**src/otmp_pkg.sv**
```systemverilog
/*
  Package for the over-temperature monitor and protection block: register map,
  field positions, reset values, timing constants and carrier structs.
  Assumes a 25 MHz APB clock; analog comparators are outside and arrive as pins.
*/
package otmp_pkg;
  // ----------------------------------------------------------------
  // timing
  // ----------------------------------------------------------------
  localparam int unsigned CLK_HZ = 25000000;
  localparam int unsigned SCAN_PERIOD_MS = 512;
  localparam int unsigned SCAN_ON_MS = 4;
  localparam int unsigned XOT_FILTER_MS = 1;
  localparam int unsigned SCAN_PERIOD_CYC = (CLK_HZ / 1000) * SCAN_PERIOD_MS;
  localparam int unsigned SCAN_ON_CYC = (CLK_HZ / 1000) * SCAN_ON_MS;
  localparam int unsigned XOT_FILTER_CYC = (CLK_HZ / 1000) * XOT_FILTER_MS;
  localparam int unsigned CNT_W = 24;

  // ----------------------------------------------------------------
  // register map (byte addresses)
  // ----------------------------------------------------------------
  localparam logic [7:0] ADDR_CONFIG = 8'h00;
  localparam logic [7:0] ADDR_CONTROL = 8'h04;
  localparam logic [7:0] ADDR_SELECT = 8'h08;
  localparam logic [7:0] ADDR_STATUS = 8'h0c;
  localparam logic [7:0] ADDR_IRQ_MASK = 8'h10;
  localparam logic [7:0] ADDR_LEVEL = 8'h14;

  // config fields
  localparam int unsigned CFG_SCAN_OFF = 0;
  localparam int unsigned CFG_FORCE = 1;
  localparam int unsigned CFG_INT_SD_DIS = 2;
  localparam int unsigned CFG_EXT_SD_DIS = 3;
  // control fields: bit0 charge, bit1 discharge, bits 15:8 balance
  localparam int unsigned CTL_CHG = 0;
  localparam int unsigned CTL_DSG = 1;
  localparam int unsigned CTL_BAL_LSB = 8;
  localparam int unsigned BAL_W = 8;
  // status fields
  localparam int unsigned ST_COC = 0;
  localparam int unsigned ST_DOC = 1;
  localparam int unsigned ST_SC = 2;
  localparam int unsigned ST_IOT = 3;
  localparam int unsigned ST_XOT = 4;
  localparam int unsigned ST_W = 5;
  localparam int unsigned SEL_W = 4;
  localparam logic [SEL_W-1:0] SEL_EXT_TEMP = 4'h9;
  localparam logic [SEL_W-1:0] SEL_INT_TEMP = 4'h8;

  localparam logic [3:0] CFG_RESET = 4'h0;
  localparam logic [ST_W-1:0] MASK_RESET = 5'h00;

  // ----------------------------------------------------------------
  // carriers
  // ----------------------------------------------------------------
  typedef struct packed {
    logic psel;
    logic penable;
    logic pwrite;
    logic [7:0] paddr;
    logic [31:0] pwdata;
  } otmp_apb_req_s;

  typedef struct packed {
    logic charge_overcurrent_flag;
    logic discharge_overcurrent_flag;
    logic sc;
    logic int_hot;
    logic int_cool;
    logic ext_below;
    logic ext_cool;
  } otmp_sense_s;

  typedef struct packed {
    logic [3:0] sync1;
    logic [3:0] sync2;
    logic [6:0] sense1;
    logic [6:0] sense2;
    logic [3:0] cfg;
    logic chg;
    logic dsg;
    logic [BAL_W-1:0] bal;
    logic [SEL_W-1:0] sel;
    logic [ST_W-1:0] status;
    logic [ST_W-1:0] mask;
    logic int_shut;
    logic ext_shut;
    logic [CNT_W-1:0] scan_cnt;
    logic [CNT_W-1:0] xot_cnt;
    logic supply;
    logic chg_out;
    logic dsg_out;
    logic [BAL_W-1:0] bal_out;
    logic irq;
    logic pready;
    logic pslverr;
    logic [31:0] prdata;
  } otmp_state_s;
endpackage : otmp_pkg

```
**src/otmp_monitor.sv**
```systemverilog
/*
  Over-temperature monitor and protection with an APB register slave.
  Assumes raw comparator levels and overcurrent event levels arrive from
  outside the clock domain; they are synchronised here.
*/
// Function
// - pulse thermistor supply 4 ms every 512 ms without host action.
// - scan-off config bit stops the periodic supply pulses.
// - supply stays on while selection chooses external temperature.
// - force bit keeps supply on continuously, overriding other sources.
// - external over-temperature after comparator low for more than 1 ms.
// - over-temperature turns off switches and balancing, sets its flag.
// - shutdown holds until temperature falls below recovery threshold.
// - switch and balance writes ignored in shutdown; selection still works.
// - shutdown-disable bits suppress automatic shutdown per source.
// - flags still set when automatic shutdown is disabled.
// - analog output selection is driven from the host-written field.
// - overcurrent flags turn supply on; status read clears them.
module otmp_monitor import otmp_pkg::*; #(
  parameter int unsigned SCAN_PERIOD = SCAN_PERIOD_CYC,
  parameter int unsigned SCAN_ON = SCAN_ON_CYC,
  parameter int unsigned XOT_FILTER = XOT_FILTER_CYC
) (
  input wire logic pclk,
  input wire logic presetn,
  input wire logic psel,
  input wire logic penable,
  input wire logic pwrite,
  input wire logic [7:0] paddr,
  input wire logic [31:0] pwdata,
  output logic [31:0] prdata,
  output logic pready,
  output logic pslverr,
  input wire otmp_sense_s sense,
  output logic thermistor_supply_out,
  output logic charge_switch_ctrl,
  output logic discharge_switch_ctrl,
  output logic [BAL_W-1:0] balance_ctrl,
  output logic [SEL_W-1:0] analog_out_select,
  output logic irq
);
  // ----------------------------------------------------------------
  // helpers
  // ----------------------------------------------------------------
  function automatic logic addr_hit(input logic [7:0] a, input logic [7:0] reg_addr);
    addr_hit = (a == reg_addr);
  endfunction : addr_hit

  otmp_state_s cur;
  otmp_state_s next_cur;
  otmp_apb_req_s req;
  otmp_sense_s s;
  logic access;
  logic wr;
  logic rd;
  logic mapped;
  logic [ST_W-1:0] events;
  logic scan_pulse;
  logic ext_fail;
  logic shut;
  logic [31:0] rdata;

  assign req = '{psel: psel, penable: penable, pwrite: pwrite, paddr: paddr, pwdata: pwdata};

  // ----------------------------------------------------------------
  // next state
  // ----------------------------------------------------------------
  always_comb begin
    next_cur = cur;
    s = otmp_sense_s'(cur.sense2);
    // writes land only at the completing edge, so a held request acts once
    access = req.psel && req.penable;
    wr = access && req.pwrite && cur.pready;
    rd = access && !req.pwrite;
    mapped = addr_hit(req.paddr, ADDR_CONFIG) || addr_hit(req.paddr, ADDR_CONTROL) ||
      addr_hit(req.paddr, ADDR_SELECT) || addr_hit(req.paddr, ADDR_STATUS) ||
      addr_hit(req.paddr, ADDR_IRQ_MASK) || addr_hit(req.paddr, ADDR_LEVEL);

    // two-stage synchronisers; only the second stage is read
    next_cur.sense1 = sense;
    next_cur.sense2 = cur.sense1;

    // periodic scan timer
    if (cur.scan_cnt >= CNT_W'(SCAN_PERIOD - 1)) begin
      next_cur.scan_cnt = '0;
    end else begin
      next_cur.scan_cnt = cur.scan_cnt + 1'b1;
    end
    scan_pulse = !cur.cfg[CFG_SCAN_OFF] && (cur.scan_cnt < CNT_W'(SCAN_ON));

    // external comparator filter, armed only while supply is on
    if (cur.supply && s.ext_below) begin
      if (cur.xot_cnt <= CNT_W'(XOT_FILTER)) begin
        next_cur.xot_cnt = cur.xot_cnt + 1'b1;
      end
    end else begin
      next_cur.xot_cnt = '0;
    end
    ext_fail = cur.xot_cnt > CNT_W'(XOT_FILTER);

    // sticky events; set wins over a read clear
    events = '0;
    events[ST_COC] = s.charge_overcurrent_flag;
    events[ST_DOC] = s.discharge_overcurrent_flag;
    events[ST_SC] = s.sc;
    events[ST_IOT] = s.int_hot;
    events[ST_XOT] = ext_fail;
    // clear once, on the first access edge; a second clear would lose new events
    if (rd && !cur.pready && addr_hit(req.paddr, ADDR_STATUS)) begin
      next_cur.status = events;
    end else begin
      next_cur.status = cur.status | events;
    end

    // shutdown latches, released by the recovery comparators
    if (s.int_hot && !cur.cfg[CFG_INT_SD_DIS]) begin
      next_cur.int_shut = 1'b1;
    end else if (s.int_cool) begin
      next_cur.int_shut = 1'b0;
    end
    if (ext_fail && !cur.cfg[CFG_EXT_SD_DIS]) begin
      next_cur.ext_shut = 1'b1;
    end else if (s.ext_cool) begin
      next_cur.ext_shut = 1'b0;
    end
    shut = cur.int_shut || cur.ext_shut;

    // register writes
    if (wr && addr_hit(req.paddr, ADDR_CONFIG)) begin
      next_cur.cfg = pwdata[3:0];
    end
    if (wr && addr_hit(req.paddr, ADDR_CONTROL) && !shut) begin
      next_cur.chg = pwdata[CTL_CHG];
      next_cur.dsg = pwdata[CTL_DSG];
      next_cur.bal = pwdata[CTL_BAL_LSB +: BAL_W];
    end
    if (wr && addr_hit(req.paddr, ADDR_SELECT)) begin
      next_cur.sel = pwdata[SEL_W-1:0];
    end
    if (wr && addr_hit(req.paddr, ADDR_IRQ_MASK)) begin
      next_cur.mask = pwdata[ST_W-1:0];
    end
    // switches drop on shutdown entry; host must rewrite them afterwards
    if (next_cur.int_shut || next_cur.ext_shut) begin
      next_cur.chg = 1'b0;
      next_cur.dsg = 1'b0;
      next_cur.bal = '0;
    end

    // outputs
    next_cur.supply = scan_pulse || (cur.sel == SEL_EXT_TEMP) || cur.cfg[CFG_FORCE] ||
      (|cur.status[ST_SC:ST_COC]);
    next_cur.chg_out = next_cur.chg;
    next_cur.dsg_out = next_cur.dsg;
    next_cur.bal_out = next_cur.bal;
    next_cur.irq = |(next_cur.status & next_cur.mask);

    // read mux
    rdata = '0;
    if (addr_hit(req.paddr, ADDR_CONFIG)) begin
      rdata[3:0] = cur.cfg;
    end else if (addr_hit(req.paddr, ADDR_CONTROL)) begin
      rdata[CTL_CHG] = cur.chg;
      rdata[CTL_DSG] = cur.dsg;
      rdata[CTL_BAL_LSB +: BAL_W] = cur.bal;
    end else if (addr_hit(req.paddr, ADDR_SELECT)) begin
      rdata[SEL_W-1:0] = cur.sel;
    end else if (addr_hit(req.paddr, ADDR_STATUS)) begin
      rdata[ST_W-1:0] = cur.status;
    end else if (addr_hit(req.paddr, ADDR_IRQ_MASK)) begin
      rdata[ST_W-1:0] = cur.mask;
    end else if (addr_hit(req.paddr, ADDR_LEVEL)) begin
      rdata[0] = cur.supply;
      rdata[1] = cur.int_shut;
      rdata[2] = cur.ext_shut;
    end
    // answer registered: pready rises one cycle into the access phase
    next_cur.pready = access && !cur.pready;
    next_cur.pslverr = access && !cur.pready && !mapped;
    next_cur.prdata = (rd && !cur.pready) ? rdata : '0;
  end

  // ----------------------------------------------------------------
  // state register
  // ----------------------------------------------------------------
  always_ff @(posedge pclk or negedge presetn) begin
    if (!presetn) begin
      cur <= '0;
    end else begin
      cur <= next_cur;
    end
  end

  assign prdata = cur.prdata;
  assign pready = cur.pready;
  assign pslverr = cur.pslverr;
  assign thermistor_supply_out = cur.supply;
  assign charge_switch_ctrl = cur.chg_out;
  assign discharge_switch_ctrl = cur.dsg_out;
  assign balance_ctrl = cur.bal_out;
  assign analog_out_select = cur.sel;
  assign irq = cur.irq;
endmodule : otmp_monitor

```
**config.mk**
```make
export PLATFORM = sky130hd
export DESIGN_NAME = otmp_monitor
export DESIGN_NICKNAME = d
export VERILOG_FILES = /design/src/otmp_pkg.sv /design/src/otmp_monitor.sv
export SDC_FILE = /design/constraint.sdc
export NUM_CORES = 1
export LEC_CHECK = 0
export BUFFER_PORTS_ARGS = -buffer_cell sky130_fd_sc_hd__clkbuf_2
export CAP_MARGIN = 25
export CORE_MARGIN = 3
export CORE_UTILIZATION = 40
export DETAILED_ROUTE_END_ITERATION = 8
export SLEW_MARGIN = 20
export SYNTH_ARGS = -nofsm -noshare
export SYNTH_HDL_FRONTEND = slang
export SYNTH_SLANG_ARGS = --single-unit
```
**constraint.sdc**
```tcl
create_clock -name pclk -period 4.55 [get_ports pclk]
set_input_delay 0.91 -clock pclk [delete_from_list [all_inputs] [get_ports pclk]]
set_output_delay 0.91 -clock pclk [all_outputs]
set_load 0.005 [all_outputs]
```
Yosys cells after proc, flatten, opt, wreduce, memory -nomap -nowiden
Index checks and enable logic that the tools add are counted.
Widths: inputs -> output; s select.
{ "op_classes": {"n_lt_le_gt_ge": 4, "mux": 24, "n_reduce_logical": 38, "n_eq_ne": 7, "add_sub_neg": 2, "n_bitwise": 2} }
{ "op_table": {"columns": ["cell", "count"], "rows": [
  ["$mux 24", 3],
  ["$add 24x1->24 const B", 2],
  ["$ge 24x24->1 const B", 1],
  ["$gt 24x15->1 const B", 1],
  ["$le 24x15->1 const B", 1],
  ["$lt 24x17->1 const B", 1],
  ["$mux 10", 2],
  ["$logic_and 1x1->1", 17],
  ["$eq 8x4->1 const B", 2],
  ["$eq 8x5->1 const B", 2],
  ["$mux 16", 1],
  ["$mux 8", 2],
  ["$mux 5", 3],
  ["$logic_or 1x1->1", 10],
  ["$mux 3", 3],
  ["$eq 8x3->1 const B", 1],
  ["$logic_not 8->1", 1],
  ["$mux 4", 2],
  ["$logic_not 1->1", 7],
  ["$mux 1", 6],
  ["$and 5x5->5", 1],
  ["$or 5x5->5", 1],
  ["$reduce_or 5->1", 1],
  ["$eq 4x4->1 const B", 1],
  ["other kinds (4)", 5]
]} }
{ "totals": {"out_inout_bits": 50, "reg_bits": 112, "elab_cells": 95, "in_bits": 52} }

Logic depth before layout (Yosys ltp)
Gate-level depths: netlist of run 1.
{ "depth": {"word_depth": 8, "ltp_mapped": 9, "mapped_depth_nobuf": 7} }

Least setup slack after synthesis of run 1
Ideal clock, no wire load.
{ "synth_path": {"kind": "input -> register", "start": "in paddr[3]", "end": "reg cur (netlist bit irq)", "cell_stages": 6, "setup_time_ns": 0.131, "arrival_time_ns": 2.778, "n_path_buf": 1, "setup_slack_ns": 1.641, "path_cell_list": "clkbuf_1 or4b_2 nor4_2 mux2_2 a22oi_1 nand3_1"} }
{ "synth_rtl": {"columns": ["element", "line", "source"], "rows": [
  ["start, declared", "otmp_monitor.sv:29", "input wire logic [7:0] paddr,"],
  ["end signal, assigned", "otmp_monitor.sv:190", "cur <= next_cur;"],
  ["end, declared", "otmp_monitor.sv:49", "otmp_state_s cur;"]
]} }

==> run_results.csv, run 1 <==
group,metric,value,unit
pwr,clockPowerShare,43.2,%
pwr,cell_internal_pwr,1.46,mW
run_status,status,"finished clean",
pwr,comb_power_share,3.9,%
cts,postCtsHoldBufs,0,
setup_path,end_kind,"register",
die,die_area,14100,µm²
cts,worstSkewPairLatency,0.35,ns
sta,layout_min_cycle_time,2.95,ns
cells_and_area,layout_commonest_cell,"dfrtp_1",
cells_and_area,drive_above_1_share,20.7,%
sta,max_freq,339,MHz
cells_and_area,antenna_cells,0,
cells_and_area,final_cell_mix,"dfrtp_1 (109), clkbuf_2 (62), nor2_1 (51), nand2_1 (27)",
logic_synthesis,yosys.area_share.simple,18.6,%
logic_synthesis,yosysTopAreaCellShare,53.8,%
sta,rsz0062_at_grt,"false",
setup_path,slowest_stage,"or4b_2",
setup_path,startpoint_type,"input pin",
setup_path,critical_path_required,4.76,ns
setup_path,cpPeakStageDelay,0.72,ns
logic_synthesis,synthMuxAreaShare,6.99,%
die,start_util,41.5,%
placement,gp_congestion,0.798,
sta,worst_slew_pin_slew,0.780,ns
grt,grt_pass1_wl,17.2,mm
placement,portBuffers,63,
logic_synthesis,synth_cells,471,
grt,grt_start_max_net_pins,63,
setup_path,cp_data_arrival_time,3.16,ns
cts,cts_sinks,109,
sta,maxSlewHeadroom,48.0,%
logic_synthesis,async_flop_share,100,%
cts,cts_setup_buffers,0,
pwr,peakVddDrop,0.000220,V
detailed_routing,drt_iter0_drc,283,
logic_synthesis,postSynthAreaPerCell,10.8,µm²
logic_synthesis,synth.ff_latch_count,109,
die,core_area,12200,µm²
placement,hpwl,7.19,mm
pwr,switching_share,21.5,%
grt,antenna_found_initial,0,
grt,grt_pass1_vias,3438,
logic_synthesis,synth-seq-area-share,53.8,%
run,cap_violations,0,
cells_and_area,syn_to_final_growth,10.8,%
die,die_y,119,µm
cts,cts.htree.levels,3,
logic_synthesis,yosysTopAreaCell,"dfrtp_1",
sta,hold_viol,0,
cells_and_area,nNetsFinal,563,
sta,whs,0.350,ns
logic_synthesis,synth-compound-area-share,7.19,%
pwr,switchingPower,402,µW
logic_synthesis,synth-xor-area-share,3.98,%
detailed_routing,firstDrtPassIters,4,
die,fp.dieW,119,µm
setup_path,path_cells,"clkbuf_2 > or4b_2 > nor4_2 > mux2_2 > a22oi_1 > nand3_1",
cts,cts_tree,"built",
cts,clock_path_buffers,2,
logic_synthesis,ys.flop_type,"dfrtp_1",
hold_path,hold_path.class,"register to register",
logic_synthesis,synthAdderAreaFrac,0.741,%
cts,cts_resized,0,
sta,setup_viol,0,
pwr,cellPowerDensity,332,nW/µm²
detailed_routing,vias_per_cell,5.07,
logic_synthesis,yosysWarnings,0,
logic_synthesis,synth_top_family_by_area,"simple AND/OR/NAND/NOR gates",
grt,grt_use_total,15.0,%
sta,fin_crit_sh,64.9,%
sta,clock_skew,0.00638,ns
detailed_routing,drtAntennaViolNets,0,
cts,root_buffer,"clkbuf_16",
detailed_routing,wl_per_cell,14.8,µm
pwr,power_leakage,2.60,nW
pwr,seq_power_share,52.9,%
detailed_routing,routed_wl,10.1,mm
sta,final.setup.tns,0,ns
logic_synthesis,syn_area,5070,µm²
detailed_routing,drcViolationCount,0,
logic_synthesis,synth_edf_count,0,
cts,clk_pin_slew,0.07,ns
cts,cts_buffers,9,
setup_path,crit_fanout,10,
grt,grt_overflow_total,0,
logic_synthesis,synth_cell_types,53,
die,rows,40,
sta,drv_slew,0,
setup_path,crit_type,"input pin to register",
detailed_routing,vias,3450,
die,design.portCount,102,
logic_synthesis,synth_area_leaders,"dfrtp_1 (54%), buf_4 (6.5%), mux2_2 (4.2%)",
-- state kept, by name (all words and copies together) (netlist names) --
signal	cells
discharge_switch_ctrl	1
pslverr	1
analog_out_select	4
thermistor_supply_out	1
pready	1
charge_switch_ctrl	1
irq	1
s	7
cur	71
prdata	13
balance_ctrl	8
-- worst max-delay path, delay by kind of cell --
kind	cells	cell delay (ns)
multiplexers	1	0.42
buffers and inverters	1	0.19
AND/OR/NAND/NOR	3	1.45
AO/OA/AOI/OAI	1	0.18
-- routing by layer --
metal	vias to the layer above	routed length, µm	global-route usage, %
li1	1669	-	-
met1	1709	4990	21.9
met2	63	4580	21.9
met3	9	413	4.21
met4	0	127	4.49
met5	-	0	0
-- metrics by stage --
step	power [mW]	util [%]	worst slack, ns	cells	cell area [µm²]
2_1_floorplan	1.04	-	1.64	489	5130
3_3_place_gp	1.08	43.4	1.35	665	5300
3_5_place_dp	1.08	43.4	1.34	665	5300
4_1_cts	1.89	46.0	1.63	681	5610
5_1_grt	1.94	46.0	1.33	681	5610
6_report	1.86	46.0	1.60	681	5610
-- synth_stat cells (2+ instances only) --
| cell | count |
|---|---|
| nand2_1 | 27 |
| and2_1 | 11 |
| nor3_1 | 8 |
| dfrtp_1 | 109 |
| a211oi_1 | 2 |
| nor4_1 | 9 |
| buf_4 | 44 |
| a21oi_1 | 15 |
| inv_1 | 9 |
| or4_1 | 11 |
| ha_1 | 3 |
| a22oi_1 | 4 |
| nand3_1 | 14 |
| nand4_1 | 11 |
| a21o_1 | 4 |
| buf_2 | 3 |
| mux2_2 | 19 |
| o21ai_0 | 9 |
| mux2i_1 | 14 |
| nor4bb_1 | 2 |
| clkbuf_1 | 10 |
| or3_1 | 7 |
| o31ai_1 | 7 |
| o211ai_1 | 3 |
| o21a_1 | 2 |
| xnor2_1 | 16 |
| xor2_1 | 7 |
| and3_1 | 16 |
| nor2_1 | 51 |
-- path summary, 6_finish.rpt --
check | cells after the start | endpoint | slack (ns) | startpoint
worst min-delay path | 0 | s[0] | 0.35 | cur[131]
worst max register to register | 6 | balance_ctrl[5] | 1.61 | cur[58]
min in group asynchronous | 2 | analog_out_select[1] | 0.65 | presetn
worst min register to register | 0 | s[0] | 0.35 | cur[131]
max in group asynchronous | 2 | prdata[11] | 3.30 | presetn
worst max-delay path | 6 | irq | 1.60 | paddr[3]
-- final cells by class --
| type | instances | area, µm² |
|---|---|---|
| multi-input cells | 311 | 1980 |
| clock inverters | 4 | 55.1 |
| fillers | 1168 | 6600 |
| repair buffers | 68 | 355 |
| well taps | 168 | 210 |
| flip-flops and latches | 109 | 2730 |
| clock buffers | 12 | 256 |
| inverters | 9 | 33.8 |
-- power groups by stage --
stage	registers, mW	logic [mW]	clock network, mW
finish	0.987	0.0721	0.805
global route	0.987	0.0831	0.869
CTS	0.986	0.0738	0.828
detailed placement	1.01	0.0735	0
global placement	1.01	0.0719	0
floorplan	1.00	0.0415	0
-- cells by family after synthesis --
| logic type | Yosys count |
|---|---|
| adders and majority gates | 3 |
| AOI/OAI and AO/OA | 55 |
| buffers and inverters | 69 |
| DFF | 109 |
| xor gates and xnor gates | 23 |
| muxes | 33 |
| other | 1 |
| and+or+nand+nor | 178 |
Note: power is estimated with default switching activity, not from simulation.
==> run 2, diff against run 1 <==
==> constraint.sdc (replaced) <==
create_clock -name pclk -period 2.45 [get_ports pclk]
set_input_delay 0.49 -clock pclk [delete_from_list [all_inputs] [get_ports pclk]]
set_output_delay 0.49 -clock pclk [all_outputs]
set_load 0.005 [all_outputs]
==> run 2 against run 1 <==
Total power grew 78%. Register-to-register slack lost 1.6 ns. Global-route usage grew 0.47 points. Sequential power grew 85%. Sequential share of layout area shrank 1.7 points. Final cell count grew 2.6%. Routed wire length grew 2.4%. Clock power grew 68%. Clock skew shrank 0.00058 ns. Worst hold slack lost 0.24 ns.
==> run_results.csv, run 2 (synthesized netlist as in run 1, its figures left out) <==
group,metric,value,unit
run_status,status,"finished clean",
cells_and_area,regMostFlops,"cur",
sta,clock_skew,0.00580,ns
detailed_routing,firstDrtPassIters,4,
setup_path,end_kind,"register",
pwr,total_power,3.32,mW
die,start_util,41.5,%
sta,drv_slew,0,
cts,clk_pin_slew,0.07,ns
cts,cts_tree,"built",
setup_path,crit_family,"simple AND/OR/NAND/NOR gates",
placement,post-place-cells,682,
die,design.portCount,102,
setup_path,path_cells,"or4_4 > or3_4 > o32a_1 > buf_12 > or4_4 > a21oi_2",
cts,worstSkewPairLatency,0.34,ns
detailed_routing,wl_per_cell,14.8,µm
grt,antenna_found_initial,0,
pwr,seq_power_share,55.2,%
setup_path,crit_buf_inv,1,
setup_path,cpPeakStageDelay,0.53,ns
detailed_routing,vias_per_cell,5.05,
die,die_area,14100,µm²
placement,dpl_worst_slack,0.000702,ns
grt,grt_pass1_wl,17.8,mm
grt,grt_start_max_net_pins,42,
pwr,comb_power_share,4.3,%
grt,grt_pass1_vias,3541,
grt,grt_use_total,15.5,%
placement,portBuffers,63,
setup_path,crit_type,"register to register",
cts,cts.htree.levels,3,
pwr,clockPowerShare,40.6,%
sta,hold_viol,0,
detailed_routing,drcViolationCount,0,
sta,layout_min_cycle_time,2.42,ns
cells_and_area,drive_above_1_share,25.6,%
detailed_routing,vias,3531,
cells_and_area,fillers,1163,
placement,hpwl,7.54,mm
cells_and_area,nNetsFinal,582,
sta,final.setup.tns,0,ns
pwr,switching_share,22.3,%
setup_path,cp.depth,6,
pwr,cellPowerDensity,572,nW/µm²
pwr,peakVddDrop,0.000328,V
sta,maxSlewHeadroom,61.4,%
cells_and_area,layout_commonest_cell,"dfrtp_1",
placement,gp_congestion,0.822,
detailed_routing,drtAntennaViolNets,0,
sta,max_freq,413,MHz
sta,fin_crit_sh,98.9,%
setup_path,cpMostUsedCell,"or4_4",
die,die_y,119,µm
setup_path,rr_worst_depth,6,
pwr,power_leakage,2.71,nW
cells_and_area,register_area,2730,µm²
detailed_routing,drt_iter0_drc,260,
cts,cts_buffers,9,
pwr,switchingPower,741,µW
hold_path,hold_path.class,"input pin to async pin",
sta,postLayoutSetupSlackWorst,0.0276,ns
cts,postCtsHoldBufs,0,
cells_and_area,final_cell_mix,"dfrtp_1 (109), clkbuf_2 (62), nor2_1 (51), nand2_1 (27), buf_4 (22)",
die,core_area,12200,µm²
die,fp.dieW,119,µm
cells_and_area,largest_register_ffs,71,
cts,clock_path_buffers,2,
grt,grt_overflow_total,0,
sta,whs,0.114,ns
detailed_routing,routed_wl,10.4,mm
cts,root_buffer,"clkbuf_16",
setup_path,critical_path_required,2.71,ns
cells_and_area,fin_cells,699,
cells_and_area,syn_to_final_growth,14.7,%
run,cap_violations,0,
setup_path,startpoint_type,"register",
cts,cts_sinks,109,
pwr,cell_internal_pwr,2.58,mW
cells_and_area,multi_input_area,2020,µm²
sta,setup_viol,0,
die,rows,40,
sta,rsz0062_at_grt,"true",
setup_path,crit_fanout,16,
setup_path,cp_data_arrival_time,2.68,ns
cells_and_area,antenna_cells,0,
sta,worst_slew_pin_slew,0.578,ns
setup_path,slowest_stage,"or4_4",
[run 2: final cells by class]
type,count,share of cell area (%)
repair buffers,87,9.30
flip-flops and latches,109,46.9
clock buffers,10,4.11
clock inverters,5,0.624
inverters,9,0.581
multi-input cells,311,34.8
well taps,168,3.62
[run 2: worst paths after layout]
check	end	startpoint	slack, ns
min in group pclk	cur[135]	sense[4]	0.25
worst max-delay path	cur[53]	cur[58]	0.03
max in group asynchronous	s[1]	presetn	1.57
worst min-delay path	cur[137]	presetn	0.11
worst min register to register	s[6]	cur[137]	0.35
worst max register to register	cur[53]	cur[58]	0.03
[run 2: power groups by stage]
stage                     sequential (mW)  combinational, mW  clock [mW]
final                                1.83              0.143        1.35
after global routing                 1.83              0.165        1.47
after global placement               1.87              0.141           0
after CTS                            1.83              0.145        1.40
after detailed placement             1.87              0.145           0
after floorplan                      1.86             0.0779           0
[run 2: per-stage QoR]
stage	instance area [µm²]	util, %
floorplan	5140	-
global placement	5460	44.7
detailed placement	5460	44.7
CTS	5740	47.0
global route	5810	47.6
finish	5810	47.6
[run 2: per-layer routing]
metal  share of wire (%)  up-vias  wire length [µm]  track usage (%)
met5                   0        -                 0                0
met4                 1.1        0               119             3.98
met3                 4.2       10               440             3.54
met2                  49       83              5030             24.5
met1                  46     1731              4760             21.7
li1                    -     1707                 -                -
[run 2: timing repair]
item / CTS / global route
setup buffers: 0 / 1
resized for setup: 0 / 11
setup endpoints to repair: 0 / 17
